--- config.mk ---
export PLATFORM = sky130hd
export DESIGN_NAME = ench_top
export DESIGN_NICKNAME = d
export VERILOG_FILES = /design/src/include/ench_pkg.sv /design/src/rtl/ench_flt_sync.sv /design/src/rtl/ench_top.sv
export SDC_FILE = /design/constraint.sdc
export NUM_CORES = 1
export LEC_CHECK = 0
export BUFFER_PORTS_ARGS = -buffer_cell sky130_fd_sc_hd__buf_2
export CORE_MARGIN = 2
export CORE_UTILIZATION = 55
export CTS_CLUSTER_DIAMETER = 40
export DETAILED_ROUTE_END_ITERATION = 6
export GPL_ROUTABILITY_DRIVEN = 0
export PLACE_DENSITY = 0.7
export SLEW_MARGIN = 20
export SYNTH_ARGS = -nofsm -noshare
export SYNTH_HDL_FRONTEND = slang
export SYNTH_SLANG_ARGS = --single-unit
export TNS_END_PERCENT = 30
--- constraint.sdc ---
create_clock -name CLK_IN -period 14 [get_ports CLK_IN]
set_clock_uncertainty 0.1 [all_clocks]
set_input_delay 2.8 -clock CLK_IN [delete_from_list [all_inputs] [get_ports CLK_IN]]
set_output_delay 2.8 -clock CLK_IN [all_outputs]
set_load 0.05 [all_outputs]
--- src/include/ench_pkg.sv ---
package ench_pkg;
    // command bytes
    localparam logic [7:0] CMD_RD_POS = 8'h42;
    localparam logic [7:0] CMD_SET_POS = 8'h43;
    localparam logic [7:0] CMD_RD_ANA = 8'h44;
    localparam logic [7:0] CMD_RD_CNT = 8'h46;
    localparam logic [7:0] CMD_INC_CNT = 8'h47;
    localparam logic [7:0] CMD_CLR_CNT = 8'h49;
    localparam logic [7:0] CMD_RD_DATA = 8'h4A;
    localparam logic [7:0] CMD_ST_DATA = 8'h4B;
    localparam logic [7:0] CMD_FLD_STAT = 8'h4C;
    localparam logic [7:0] CMD_MK_FLD = 8'h4D;
    localparam logic [7:0] CMD_MEM_FREE = 8'h4E;
    localparam logic [7:0] CMD_CHG_CODE = 8'h4F;
    localparam logic [7:0] CMD_RD_STAT = 8'h50;
    localparam logic [7:0] CMD_RD_TYPE = 8'h52;
    localparam logic [7:0] CMD_RESET = 8'h53;
    localparam logic [7:0] CMD_SET_ADDR = 8'h55;
    localparam logic [7:0] CMD_SERNUM = 8'h56;
    localparam logic [7:0] CMD_CFG_LINK = 8'h57;
    // status codes
    localparam logic [7:0] ST_OK = 8'h00;
    localparam logic [7:0] ST_OFFSET = 8'h02;
    localparam logic [7:0] ST_PART_TBL = 8'h03;
    localparam logic [7:0] ST_NVM_BUS = 8'h05;
    localparam logic [7:0] ST_WDOG = 8'h07;
    localparam logic [7:0] ST_CHKSUM = 8'h0A;
    localparam logic [7:0] ST_UNK_CMD = 8'h0B;
    localparam logic [7:0] ST_LEN = 8'h0C;
    localparam logic [7:0] ST_ARG = 8'h0D;
    localparam logic [7:0] ST_WPROT = 8'h0E;
    localparam logic [7:0] ST_CODE = 8'h0F;
    localparam logic [7:0] ST_FIXSIZE = 8'h10;
    localparam logic [7:0] ST_WADDR = 8'h11;
    localparam logic [7:0] ST_NOFLD = 8'h12;
    localparam logic [7:0] ST_ANA_MON = 8'h1C;
    localparam logic [7:0] ST_SPEED = 8'h1F;
    // reset values and sizes
    localparam logic [7:0] PROT_RST = 8'h55;
    localparam logic [7:0] ADDR_RST = 8'h40;
    localparam logic [7:0] MODE_RST = 8'hE4;
    localparam logic [7:0] MEM_TOTAL = 8'h80;
    localparam int NFLD = 4;
    localparam int NFLD_W = 2;
    // arbitrary identity values
    localparam logic [7:0] TYPE_ID = 8'hA5;
    localparam logic [31:0] SER_NUM = 32'h0000_1234;
    localparam logic [7:0] FW_VER = 8'h01;

    typedef struct packed {
        logic [7:0] cmd;
        logic [7:0] prot;
        logic [7:0] arg0;
        logic [7:0] arg1;
        logic [7:0] arg2;
        logic [2:0] nbytes;
        logic chk_ok;
    } ench_req_s;

    typedef struct packed {
        logic [7:0] status;
        logic [7:0] d0;
        logic [7:0] d1;
        logic [7:0] d2;
        logic [7:0] d3;
        logic [7:0] d4;
    } ench_rsp_s;

    typedef struct packed {
        logic offset_bad;
        logic part_tbl_bad;
        logic nvm_bus_bad;
        logic wdog_rst;
        logic speed_high;
        logic ana_mon;
    } ench_flt_s;

    typedef struct packed {
        logic exists;
        logic wprot;
        logic fixsize;
        logic [7:0] size;
    } ench_fld_s;
endpackage : ench_pkg

--- src/rtl/ench_flt_sync.sv ---
`timescale 1ns/1ps
`default_nettype none
module ench_flt_sync
    import ench_pkg::*;
(
    input wire logic clk_in,
    input wire logic rst_in,
    input wire ench_flt_s flt_in,
    output logic [7:0] code_out
);
    ench_flt_s meta_ff;
    ench_flt_s sync_ff;

    // fault pins are asynchronous; only the second stage is decoded
    always_ff @(posedge clk_in or posedge rst_in) begin
        if (rst_in) begin
            meta_ff <= '0;
            sync_ff <= '0;
        end else begin
            meta_ff <= flt_in;
            sync_ff <= meta_ff;
        end
    end

    // priority: init faults first, then watchdog, position, others
    always_comb begin
        code_out = ST_OK;
        if (sync_ff.offset_bad) begin
            code_out = ST_OFFSET;
        end else if (sync_ff.part_tbl_bad) begin
            code_out = ST_PART_TBL;
        end else if (sync_ff.nvm_bus_bad) begin
            code_out = ST_NVM_BUS;
        end else if (sync_ff.wdog_rst) begin
            code_out = ST_WDOG;
        end else if (sync_ff.speed_high) begin
            code_out = ST_SPEED;
        end else if (sync_ff.ana_mon) begin
            code_out = ST_ANA_MON;
        end
    end
endmodule : ench_flt_sync
`default_nettype wire

--- src/rtl/ench_top.sv ---
// Function
// - set position, set address, configure link need matching protection byte
// - protection value is 55h after reset
// - status 00h when no fault detected
// - status 02h on invalid angular offset
// - status 03h on corrupted field partition table
// - status 05h on failed memory bus
// - status 07h after watchdog reset
// - bad checksum frame is rejected with status 0Ah
// - wrong data byte count gives status 0Ch
// - disallowed argument gives status 0Dh
// - store into write protected field refused with 0Eh
// - resizing fixed size field gives status 10h
// - word address beyond field end gives status 11h
// - access to absent field gives status 12h
// - status 1Fh when speed too high for position
// - status 1Ch on analog value monitoring violation
// - command 56h returns serial number and firmware version
// - command 4Ch returns status of named field
// - command 4Eh returns free memory
`timescale 1ns/1ps
`default_nettype none
module ench_top
    import ench_pkg::*;
(
    input wire logic CLK_IN,
    input wire logic SYS_RST_IN,
    input wire logic REQ_VALID_IN,
    input wire ench_req_s REQ_IN,
    input wire logic [14:0] POS_IN,
    input wire ench_flt_s FLT_IN,
    output logic RSP_VALID_OUT,
    output ench_rsp_s RSP_OUT,
    output logic [14:0] POS_OFS_OUT,
    output logic [7:0] LINK_ADDR_OUT,
    output logic [7:0] LINK_MODE_OUT,
    output logic RESET_REQ_OUT
);
    logic [7:0] flt_code;
    logic [7:0] prot_ff;
    logic [7:0] addr_ff;
    logic [7:0] mode_ff;
    logic [14:0] ofs_ff;
    logic [15:0] cnt_ff;
    logic [7:0] last_err_ff;
    ench_fld_s fld_ff [NFLD];
    logic [7:0] mem [NFLD][16];
    logic rsp_valid_ff;
    ench_rsp_s rsp_ff;
    logic rst_req_ff;
    logic [7:0] used;
    logic [7:0] free_mem;
    ench_rsp_s nxt_rsp;
    logic [NFLD_W-1:0] fi;
    logic [3:0] wi;
    logic do_exec;

    ench_flt_sync u_flt (
        .clk_in(CLK_IN),
        .rst_in(SYS_RST_IN),
        .flt_in(FLT_IN),
        .code_out(flt_code)
    );

    function automatic logic [2:0] exp_len(input logic [7:0] c);
        unique case (c)
            CMD_SET_POS, CMD_SET_ADDR, CMD_CFG_LINK: exp_len = 3'h3;
            CMD_RD_DATA, CMD_MK_FLD: exp_len = 3'h2;
            CMD_ST_DATA: exp_len = 3'h3;
            CMD_FLD_STAT, CMD_CHG_CODE, CMD_RD_ANA: exp_len = 3'h1;
            default: exp_len = 3'h0;
        endcase
    endfunction : exp_len

    function automatic logic known_cmd(input logic [7:0] c);
        unique case (c)
            CMD_RD_POS, CMD_SET_POS, CMD_RD_ANA, CMD_RD_CNT, CMD_INC_CNT,
            CMD_CLR_CNT, CMD_RD_DATA, CMD_ST_DATA, CMD_FLD_STAT, CMD_MK_FLD,
            CMD_MEM_FREE, CMD_CHG_CODE, CMD_RD_STAT, CMD_RD_TYPE, CMD_RESET,
            CMD_SET_ADDR, CMD_SERNUM, CMD_CFG_LINK: known_cmd = 1'b1;
            default: known_cmd = 1'b0;
        endcase
    endfunction : known_cmd

    function automatic logic needs_prot(input logic [7:0] c);
        needs_prot = (c == CMD_SET_POS) || (c == CMD_SET_ADDR) || (c == CMD_CFG_LINK);
    endfunction : needs_prot

    assign fi = REQ_IN.arg0[NFLD_W-1:0];
    assign wi = REQ_IN.arg1[3:0];

    always_comb begin
        used = 8'h00;
        for (int i = 0; i < NFLD; i++) begin
            if (fld_ff[i].exists) begin
                used = used + fld_ff[i].size;
            end
        end
        free_mem = MEM_TOTAL - used;
    end

    // validation order: checksum, command, length, protection, then field checks
    always_comb begin
        nxt_rsp = '0;
        do_exec = 1'b0;
        nxt_rsp.status = ST_OK;
        if (!REQ_IN.chk_ok) begin
            nxt_rsp.status = ST_CHKSUM;
        end else if (!known_cmd(REQ_IN.cmd)) begin
            nxt_rsp.status = ST_UNK_CMD;
        end else if (REQ_IN.nbytes != exp_len(REQ_IN.cmd)) begin
            nxt_rsp.status = ST_LEN;
        end else if (needs_prot(REQ_IN.cmd) && REQ_IN.prot != prot_ff) begin
            nxt_rsp.status = ST_CODE;
        end else begin
            do_exec = 1'b1;
            unique case (REQ_IN.cmd)
                CMD_RD_POS: begin
                    nxt_rsp.status = flt_code;
                    if (flt_code != ST_SPEED) begin
                        {nxt_rsp.d0, nxt_rsp.d1} = {1'b0, POS_IN - ofs_ff};
                    end
                end
                CMD_RD_CNT: {nxt_rsp.d0, nxt_rsp.d1} = cnt_ff;
                CMD_RD_STAT: nxt_rsp.d0 = (flt_code != ST_OK) ? flt_code : last_err_ff;
                CMD_RD_TYPE: nxt_rsp.d0 = TYPE_ID;
                CMD_SERNUM: begin
                    {nxt_rsp.d0, nxt_rsp.d1, nxt_rsp.d2, nxt_rsp.d3} = SER_NUM;
                    nxt_rsp.d4 = FW_VER;
                end
                CMD_MEM_FREE: nxt_rsp.d0 = free_mem;
                CMD_FLD_STAT: begin
                    if (REQ_IN.arg0 >= 8'(NFLD) || !fld_ff[fi].exists) begin
                        nxt_rsp.status = ST_NOFLD;
                    end else begin
                        nxt_rsp.d0 = fld_ff[fi].size;
                        nxt_rsp.d1 = {6'h00, fld_ff[fi].fixsize, fld_ff[fi].wprot};
                    end
                end
                CMD_RD_DATA, CMD_ST_DATA: begin
                    if (REQ_IN.arg0 >= 8'(NFLD) || !fld_ff[fi].exists) begin
                        nxt_rsp.status = ST_NOFLD;
                    end else if (REQ_IN.arg1 >= fld_ff[fi].size) begin
                        nxt_rsp.status = ST_WADDR;
                    end else if (REQ_IN.cmd == CMD_ST_DATA && fld_ff[fi].wprot) begin
                        nxt_rsp.status = ST_WPROT;
                    end else begin
                        nxt_rsp.d0 = mem[fi][wi];
                    end
                end
                CMD_MK_FLD: begin
                    if (REQ_IN.arg0 >= 8'(NFLD)) begin
                        nxt_rsp.status = ST_ARG;
                    end else if (fld_ff[fi].exists && fld_ff[fi].fixsize) begin
                        nxt_rsp.status = ST_FIXSIZE;
                    end else if (REQ_IN.arg1 == 8'h00 || REQ_IN.arg1 > 8'h10) begin
                        nxt_rsp.status = ST_ARG;
                    end
                end
                CMD_RD_ANA: begin
                    if (REQ_IN.arg0 != 8'h48) begin
                        nxt_rsp.status = ST_ARG;
                    end
                end
                default: nxt_rsp.status = ST_OK;
            endcase
        end
    end

    // protection byte, link settings and position offset
    always_ff @(posedge CLK_IN or posedge SYS_RST_IN) begin
        if (SYS_RST_IN) begin
            prot_ff <= PROT_RST;
            addr_ff <= ADDR_RST;
            mode_ff <= MODE_RST;
            ofs_ff <= '0;
        end else if (REQ_VALID_IN && do_exec && nxt_rsp.status == ST_OK) begin
            unique case (REQ_IN.cmd)
                CMD_CHG_CODE: prot_ff <= REQ_IN.arg0;
                CMD_SET_ADDR: addr_ff <= REQ_IN.arg0;
                CMD_CFG_LINK: mode_ff <= REQ_IN.arg0;
                CMD_SET_POS: ofs_ff <= POS_IN - {REQ_IN.arg0[6:0], REQ_IN.arg1};
                default: ;
            endcase
        end
    end

    // counter wraps silently; overflow status is not reported
    always_ff @(posedge CLK_IN or posedge SYS_RST_IN) begin
        if (SYS_RST_IN) begin
            cnt_ff <= '0;
        end else if (REQ_VALID_IN && do_exec) begin
            if (REQ_IN.cmd == CMD_INC_CNT) begin
                cnt_ff <= cnt_ff + 16'h0001;
            end else if (REQ_IN.cmd == CMD_CLR_CNT) begin
                cnt_ff <= '0;
            end
        end
    end

    // field table and storage
    always_ff @(posedge CLK_IN or posedge SYS_RST_IN) begin
        if (SYS_RST_IN) begin
            for (int i = 0; i < NFLD; i++) begin
                fld_ff[i] <= '0;
            end
            fld_ff[0] <= '{exists: 1'b1, wprot: 1'b1, fixsize: 1'b1, size: 8'h10};
        end else if (REQ_VALID_IN && do_exec && nxt_rsp.status == ST_OK) begin
            if (REQ_IN.cmd == CMD_MK_FLD) begin
                fld_ff[fi] <= '{exists: 1'b1, wprot: 1'b0, fixsize: 1'b0, size: REQ_IN.arg1};
            end
        end
    end

    always_ff @(posedge CLK_IN) begin
        if (REQ_VALID_IN && do_exec && nxt_rsp.status == ST_OK && REQ_IN.cmd == CMD_ST_DATA) begin
            mem[fi][wi] <= REQ_IN.arg2;
        end
    end

    // last frame error kept for read-status; a good frame other than read-status clears it
    always_ff @(posedge CLK_IN or posedge SYS_RST_IN) begin
        if (SYS_RST_IN) begin
            last_err_ff <= ST_OK;
        end else if (REQ_VALID_IN && REQ_IN.cmd != CMD_RD_STAT) begin
            last_err_ff <= nxt_rsp.status;
        end
    end

    always_ff @(posedge CLK_IN or posedge SYS_RST_IN) begin
        if (SYS_RST_IN) begin
            rsp_valid_ff <= 1'b0;
            rsp_ff <= '0;
            rst_req_ff <= 1'b0;
        end else begin
            rsp_valid_ff <= REQ_VALID_IN;
            rst_req_ff <= REQ_VALID_IN && do_exec && REQ_IN.cmd == CMD_RESET;
            if (REQ_VALID_IN) begin
                rsp_ff <= nxt_rsp;
            end
        end
    end

    assign RSP_VALID_OUT = rsp_valid_ff;
    assign RSP_OUT = rsp_ff;
    assign POS_OFS_OUT = ofs_ff;
    assign LINK_ADDR_OUT = addr_ff;
    assign LINK_MODE_OUT = mode_ff;
    assign RESET_REQ_OUT = rst_req_ff;

    a_prot_guard: assert property (@(posedge CLK_IN) disable iff (SYS_RST_IN)
        REQ_VALID_IN && REQ_IN.chk_ok && REQ_IN.cmd == CMD_SET_ADDR && REQ_IN.prot != prot_ff
        |=> $stable(addr_ff)) else $error("address changed with wrong protection");
    a_prot_reset: assert property (@(posedge CLK_IN)
        $fell(SYS_RST_IN) |-> prot_ff == PROT_RST) else $error("protection not 55h");
    a_chk_reject: assert property (@(posedge CLK_IN) disable iff (SYS_RST_IN)
        REQ_VALID_IN && !REQ_IN.chk_ok |=> RSP_VALID_OUT && RSP_OUT.status == ST_CHKSUM
        && $stable(cnt_ff)) else $error("bad checksum accepted");
    a_len_check: assert property (@(posedge CLK_IN) disable iff (SYS_RST_IN)
        REQ_VALID_IN && REQ_IN.chk_ok && known_cmd(REQ_IN.cmd)
        && REQ_IN.nbytes != exp_len(REQ_IN.cmd) |=> RSP_OUT.status == ST_LEN)
        else $error("length error missed");
    a_wprot_store: assert property (@(posedge CLK_IN) disable iff (SYS_RST_IN)
        REQ_VALID_IN && do_exec && REQ_IN.cmd == CMD_ST_DATA && REQ_IN.arg0 == 8'h00
        && REQ_IN.arg1 < 8'h10 |=> RSP_OUT.status == ST_WPROT) else $error("protected store");
    a_free_mem: assert property (@(posedge CLK_IN) disable iff (SYS_RST_IN)
        REQ_VALID_IN && do_exec && REQ_IN.cmd == CMD_MEM_FREE
        |=> RSP_OUT.d0 == $past(free_mem)) else $error("free memory wrong");
    a_unknown_cmd: assert property (@(posedge CLK_IN) disable iff (SYS_RST_IN)
        REQ_VALID_IN && REQ_IN.chk_ok && !known_cmd(REQ_IN.cmd)
        |=> RSP_OUT.status == ST_UNK_CMD && $stable(prot_ff) && $stable(cnt_ff))
        else $error("unknown command mishandled");
    a_ser_num: assert property (@(posedge CLK_IN) disable iff (SYS_RST_IN)
        REQ_VALID_IN && do_exec && REQ_IN.cmd == CMD_SERNUM
        |=> RSP_OUT.d4 == FW_VER && RSP_OUT.d3 == SER_NUM[7:0]) else $error("serial wrong");
    // field 0 is built fixed and protected, so these checks hold whatever ran before
    a_stat_clear: assert property (@(posedge CLK_IN) disable iff (SYS_RST_IN)
        REQ_VALID_IN && do_exec && REQ_IN.cmd == CMD_RD_STAT && flt_code == ST_OK
        && last_err_ff == ST_OK |=> RSP_OUT.d0 == ST_OK) else $error("status not clear");
    a_speed_pos: assert property (@(posedge CLK_IN) disable iff (SYS_RST_IN)
        REQ_VALID_IN && do_exec && REQ_IN.cmd == CMD_RD_POS && flt_code == ST_SPEED
        |=> RSP_OUT.status == ST_SPEED && {RSP_OUT.d0, RSP_OUT.d1} == 16'h0000)
        else $error("position given at high speed");
    a_no_field: assert property (@(posedge CLK_IN) disable iff (SYS_RST_IN)
        REQ_VALID_IN && do_exec && REQ_IN.cmd == CMD_FLD_STAT && !fld_ff[fi].exists
        |=> RSP_OUT.status == ST_NOFLD) else $error("absent field reported");
    a_fix_size: assert property (@(posedge CLK_IN) disable iff (SYS_RST_IN)
        REQ_VALID_IN && do_exec && REQ_IN.cmd == CMD_MK_FLD && REQ_IN.arg0 == 8'h00
        |=> RSP_OUT.status == ST_FIXSIZE) else $error("fixed field resized");
    a_word_addr: assert property (@(posedge CLK_IN) disable iff (SYS_RST_IN)
        REQ_VALID_IN && do_exec && REQ_IN.cmd == CMD_RD_DATA && REQ_IN.arg0 < 8'(NFLD)
        && fld_ff[fi].exists && REQ_IN.arg1 >= fld_ff[fi].size
        |=> RSP_OUT.status == ST_WADDR) else $error("word address beyond field");
    a_reset_req: assert property (@(posedge CLK_IN) disable iff (SYS_RST_IN)
        REQ_VALID_IN && do_exec && REQ_IN.cmd == CMD_RESET |=> RESET_REQ_OUT)
        else $error("reset request missing");
    c_set_addr: cover property (@(posedge CLK_IN) disable iff (SYS_RST_IN)
        REQ_VALID_IN && do_exec && REQ_IN.cmd == CMD_SET_ADDR);
    c_make_fld: cover property (@(posedge CLK_IN) disable iff (SYS_RST_IN)
        REQ_VALID_IN && do_exec && REQ_IN.cmd == CMD_MK_FLD && nxt_rsp.status == ST_OK);
    c_chk_bad: cover property (@(posedge CLK_IN) disable iff (SYS_RST_IN)
        REQ_VALID_IN && !REQ_IN.chk_ok);
    c_speed_pos: cover property (@(posedge CLK_IN) disable iff (SYS_RST_IN)
        REQ_VALID_IN && do_exec && REQ_IN.cmd == CMD_RD_POS && flt_code == ST_SPEED);
    c_store_ok: cover property (@(posedge CLK_IN) disable iff (SYS_RST_IN)
        REQ_VALID_IN && do_exec && REQ_IN.cmd == CMD_ST_DATA && nxt_rsp.status == ST_OK);
endmodule : ench_top
`default_nettype wire

After elaboration in Yosys (flattened, before gate mapping)

Memories as Yosys holds them, arrays and structs flattened.
Cells that the tools add are included.

$add $sub $neg: 7
$lt $le $gt $ge: 7
Equality and inequality tests: 23
Multiplexer cells: 60
Bitwise logic cells: 2
Reduce and logical (&&, ||, !) cells: 30

Operators with widths:

| cell                  | number |
|---|---|
| $mux 40               | 4 |
| $mux 8                | 20 |
| $eq 8x7->1 const B    | 18 |
| $mux 128              | 1 |
| $pmux 8 s7            | 1 |
| $mux 16               | 3 |
| $bwmux 44             | 1 |
| $pmux 8 s5            | 1 |
| $mux 11               | 3 |
| $bmux 8 s4            | 1 |
| $demux 8 s4           | 1 |
| $mux 5                | 6 |
| $sub 15x15->15        | 2 |
| $add 8x8->8           | 3 |
| $pmux 8 s3            | 1 |
| $bmux 11 s2           | 1 |
| $demux 11 s2          | 1 |
| $mux 21               | 1 |
| $reduce_or 18->1      | 1 |
| $add 16x1->16 const B | 1 |
| $logic_not 8->1       | 2 |
| $ne 8x7->1 const B    | 2 |
| $mux 15               | 1 |
| $mux 4                | 3 |
| other kinds (25)      | 50 |

Register bits after elaboration: 169
RAM bits: 512
Output and inout port bits: 81
Memories kept: 1

Memories:

| memory | depth | bits a word | read ports | clocked after memory_dff | wr ports | RTL line       | text |
|---|---|---|---|---|---|---|---|
| mem    | 4     | 128         | 1          | 0                        | 1        | ench_top.sv:47 | `logic [7:0] mem [NFLD][16];` |

Logic depth before layout (Yosys ltp)

Word-level depth: 18
Gate-level depth with buffers: 21
Depth with buffers taken out: 20

Hierarchy

Synthesis repeated with hierarchy kept, for this count alone.

Cells, all modules: 1971
Area total of the unflattened synthesis: 29814.8 um2

By module, submodules not included:

| module        | instances | cells an instance | area each (um2) |
|---|---|---|---|
| ench_top      | 1         | 1944              | 29424.5 |
| ench_flt_sync | 1         | 27                | 390.4 |

Worst setup path after synthesis

Ideal clock, no wire load.

Kind: input to register
Start: in REQ_IN[20] in the netlist's numbering
End: mem mem[1][100] in the netlist's numbering (enable)
Setup time: 0.383 ns
Arrival time: 7.624 ns
Required time: 13.517 ns
Slack: 5.892 ns
Stages on the path: 16
Path buffers: 6
Cell sequence: clkbuf_1 > buf_2 > buf_2 > buf_2 > buf_2 > mux4_2 > ha_1 > nand2b_1 > a2111o_1 > a21oi_1 > and3b_1 > or4_4 > nor3_4 > o2111ai_4 > buf_6 > nor3_1

Longest elaborated chain between the ends: 18
Elaborated cells between the ends (all ways): 28

Ends and longest elaborated chain:

| what                                                                | RTL line       | text |
|---|---|---|
| start, declared                                                     | ench_top.sv:29 | `input wire ench_req_s REQ_IN,` |
| parallel branches: the longest is 18 deep, another holds $ge 8x8->1 | -              |  |
| end, declared                                                       | ench_top.sv:47 |  |

Several ways; the timed one is not identified. The select of a mux whose other input is x is not followed.

Final worst setup path

Start: in REQ_IN[21] in the netlist's numbering
End: mem mem[1][92] in the netlist's numbering (enable)

The elaborated chain is that of the path after synthesis.

==> impl_metrics.csv <==
group,metric,value,unit
final_layout,fin_util,63.5,%
worst_setup_path,path_cells,"buf_6 > buf_4 > mux2i_1 > nand2_1 > o21ai_0 > ha_1 > nand2_1 > o21ai_0 > a21oi_1 > and3b_1 > or4_4 > nor3_4 > o2111ai_4 > buf_4 > nor3_1",
cts,cts_hold_buf,0,
worst_setup_path,startpoint_type,"input pin",
route,wl_per_cell,27.7,microns
final_layout,antenna_cells,0,
yosys,synth-edff-count,512,
yosys,ys_seq_area_share,63.1,%
floorplanning,ios,149,
place,portBuffers,127,
route,routed.top_layer,"met4",
cts,cts_tree,"built",
global_routing,grt_pass1_wl,119,mm
worst_setup_path,crit_type,"input pin to register",
global_routing,grt_max_degree,85,
power,p_int,3600,uW
yosys,avgSynthCellArea,15.3,sq um
power,p_seq_share,44.2,%
worst_setup_path,crit_path_max_fanout,84,
route,via_per_inst,6.52,
worst_setup_path,cp.required,14.16,ns
yosys,synth.area.top_cells,"edfxtp_1, mux4_2, dfrtp_1",
cts,clock_path_buffers,3,
yosys,synth_flop_cell,"edfxtp_1",
yosys,synthArstFlopShare,20.5,%
power,p_sw_share,23.3,%
cts,cts.clk_slew.worst_paths,0.06,ns
yosys,synthCells,1937,
final_layout,syn_to_final_growth,14.8,%
cts,clock-root-buffer,"clkbuf_16",
status,status,"finished, final reports clean",
route,vias,18500,
floorplanning,initial_utilization,55.4,%
sta,fmax,0.120,GHz
floorplanning,die_w,236,microns
yosys,synth-seq-cells,644,
power,pwr-share-clk,50.1,%
floorplanning,design.die.area,55700,sq um
yosys,yosys.area.top_type,"edfxtp_1",
sta,post-route-min-period,8.31,ns
floorplanning,num_rows,85,
yosys,yosysWarnings,0,
sta,setup_tns,0,ns
route,dr.first_iter.drc_count,2154,
sta,final_hold_viol_count,0,
cts,cts_sinks,644,
power,pwr-share-comb,5.8,%
route,drt_wl_total,78.7,mm
cts,htreeDepth,3,
cts,clkLatencyLatePin,0.65,ns
yosys,yosysTopAreaCellShare,51.9,%
worst_setup_path,arrival,8.47,ns
place,hpwl,49.7,mm
cts,post_cts_resized,0,
power,p_switching,1100,uW
global_routing,first_global_vias,18700,
route,antenna_left,0,
route,firstDrtPassIters,6,
power,peakVddDrop,0.000126,V
worst_setup_path,critPathSlowestCell,"nor3_1",
sta,drv_slew,0,
worst_setup_path,worstSetupEndpointType,"register",
power,power.density,138,nW/um^2
final_layout,final_nets,2206,
sta,slew_headroom,25.9,%
yosys,yosysMostFrequentCell,"edfxtp_1",
hold_path,min_path_type,"register to register",
route,routed-wl-met3,6.90,mm
floorplanning,core,53500,sq um
yosys,synth_cell_type_count,88,
route,wl_met1,29.7,mm
route,dr_wl_met2,38.9,mm
yosys,syn_area,29600,sq um
global_routing,grt_remaining_overflow,0,
sta,rsz0062_at_grt,"no",
cts,cts_setup_buffers,0,
cts,numCtsBuffers,88,
yosys,synthTopCellsByCount,"edfxtp_1, mux4_2, nand2_1",
worst_setup_path,slowest_delay,0.99,ns
run,maxCapViolations,0,
sta,setup_viol,0,
floorplanning,die_y,236,microns
global_routing,antenna_found_initial,2,
global_routing,grt.total_usage,28.8,%
route,post-route-drc-count,0,
sta,finalCritPeriodShare,59.4,%
power,leakagePower,0.0121,uW
sta,tightest_slew,1.10,ns
final_layout,drive_gt1_share,26.6,%
[per-layer routing]
| layer | up-vias | GRT usage [%] |
|---|---|---|
| li1 | 7897 | - |
| met1 | 9324 | 38.5 |
| met2 | 1104 | 47.3 |
| met3 | 191 | 5.16 |
| met4 | 0 | 11.6 |
| met5 | - | 0 |
[logic make-up (layout without fill, tap and decap cells)]
| logic type | Yosys count | after routing | synth area share (%) |
|---|---|---|---|
| muxes | 225 | 225 | 14.3 |
| xor gates and xnor gates | 47 | 47 | 1.47 |
| AOI/OAI and AO/OA | 290 | 290 | 6.67 |
| buffers and inverters | 182 | 371 | 2.91 |
| DFF | 644 | 644 | 63.1 |
| and+or+nand+nor | 484 | 484 | 8.65 |
| other | 1 | 21 | 0.0127 |
| adders and majority gates | 64 | 64 | 2.83 |
[registers in the layout (all words and copies together), names as in the netlist]
register	flops
RSP_OUT	22
u_flt.meta_ff	6
mem	512
RESET_REQ_OUT	1
fld_ff	36
RSP_VALID_OUT	1
prot_ff	8
POS_OFS_OUT	15
LINK_ADDR_OUT	8
LINK_MODE_OUT	8
last_err_ff	5
cnt_ff	16
u_flt.sync_ff	6
[worst paths after layout]
kind | slack (ns) | endpoint | from | cells past startpoint
min in group asynchronous | 2.20 | POS_OFS_OUT[9] | SYS_RST_IN | 2
worst min register to register | 0.25 | u_flt.sync_ff[5] | u_flt.meta_ff[5] | 0
worst max-delay path | 5.69 | mem[1][92] | REQ_IN[21] | 15
max in group asynchronous | 10.43 | cnt_ff[5] | SYS_RST_IN | 3
worst max register to register | 8.38 | mem[1][92] | fld_ff[33] | 11
worst min-delay path | 0.25 | u_flt.sync_ff[5] | u_flt.meta_ff[5] | 0
[critical path: cells and delay by family]
| family | cells | cell delay [ns] |
|---|---|---|
| multiplexers | 1 | 0.28 |
| AND/OR/NAND/NOR | 6 | 2.01 |
| buffers and inverters | 3 | 1.89 |
| AO/OA/AOI/OAI | 4 | 1.11 |
| adder cells (fa/ha/maj) | 1 | 0.30 |
[stage by stage]
| stage | hold slack [ns] | setup slack (ns) | area, sq um | total power (uW) | std cells |
|---|---|---|---|---|---|
| 3_5_place_dp | 0.235 | 5.06 | 30800 | 2380 | 2680 |
| 2_1_floorplan | 0.231 | 5.89 | 29700 | 2280 | 1957 |
| 3_3_place_gp | 0.235 | 5.33 | 30800 | 2380 | 2680 |
| 5_1_grt | 0.257 | 5.39 | 34000 | 4820 | 2842 |
| 6_report | 0.245 | 5.69 | 34000 | 4700 | 2842 |
| 4_1_cts | 0.248 | 5.75 | 33900 | 4720 | 2842 |
[layout by cell type, fill, tap and decap left out, types with 30 or more instances in the layout]
cell,Yosys,layout
edfxtp_1,512,512
mux4_2,154,154
nand2_1,128,127
dfrtp_1,121,121
buf_2,20,117
clkbuf_16,0,89
nor2_1,73,73
nor3_1,85,69
a21oi_1,64,63
o21ai_0,62,62
inv_1,62,60
ha_1,59,59
mux2_2,56,56
nand3_1,35,35
xnor2_1,30,30
[power by group through the flow]
stage | Sequential (uW) | Combinational [uW] | Clock (uW)
2_1_floorplan | 2110 | 165 | 0
3_3_place_gp | 2110 | 264 | 0
3_5_place_dp | 2110 | 267 | 0
4_1_cts | 2070 | 269 | 2370
5_1_grt | 2070 | 288 | 2460
6_report | 2070 | 270 | 2350
[final cells by class]
type	instances	area, sq um
clock buffers	93	2240
well taps	696	871
multi-input cells	1131	10200
inverters	65	249
repair buffers	144	798
clock inverters	69	913
fillers	3807	19500
flip-flops and latches	644	18700
Power figures use the tool's default switching activity.
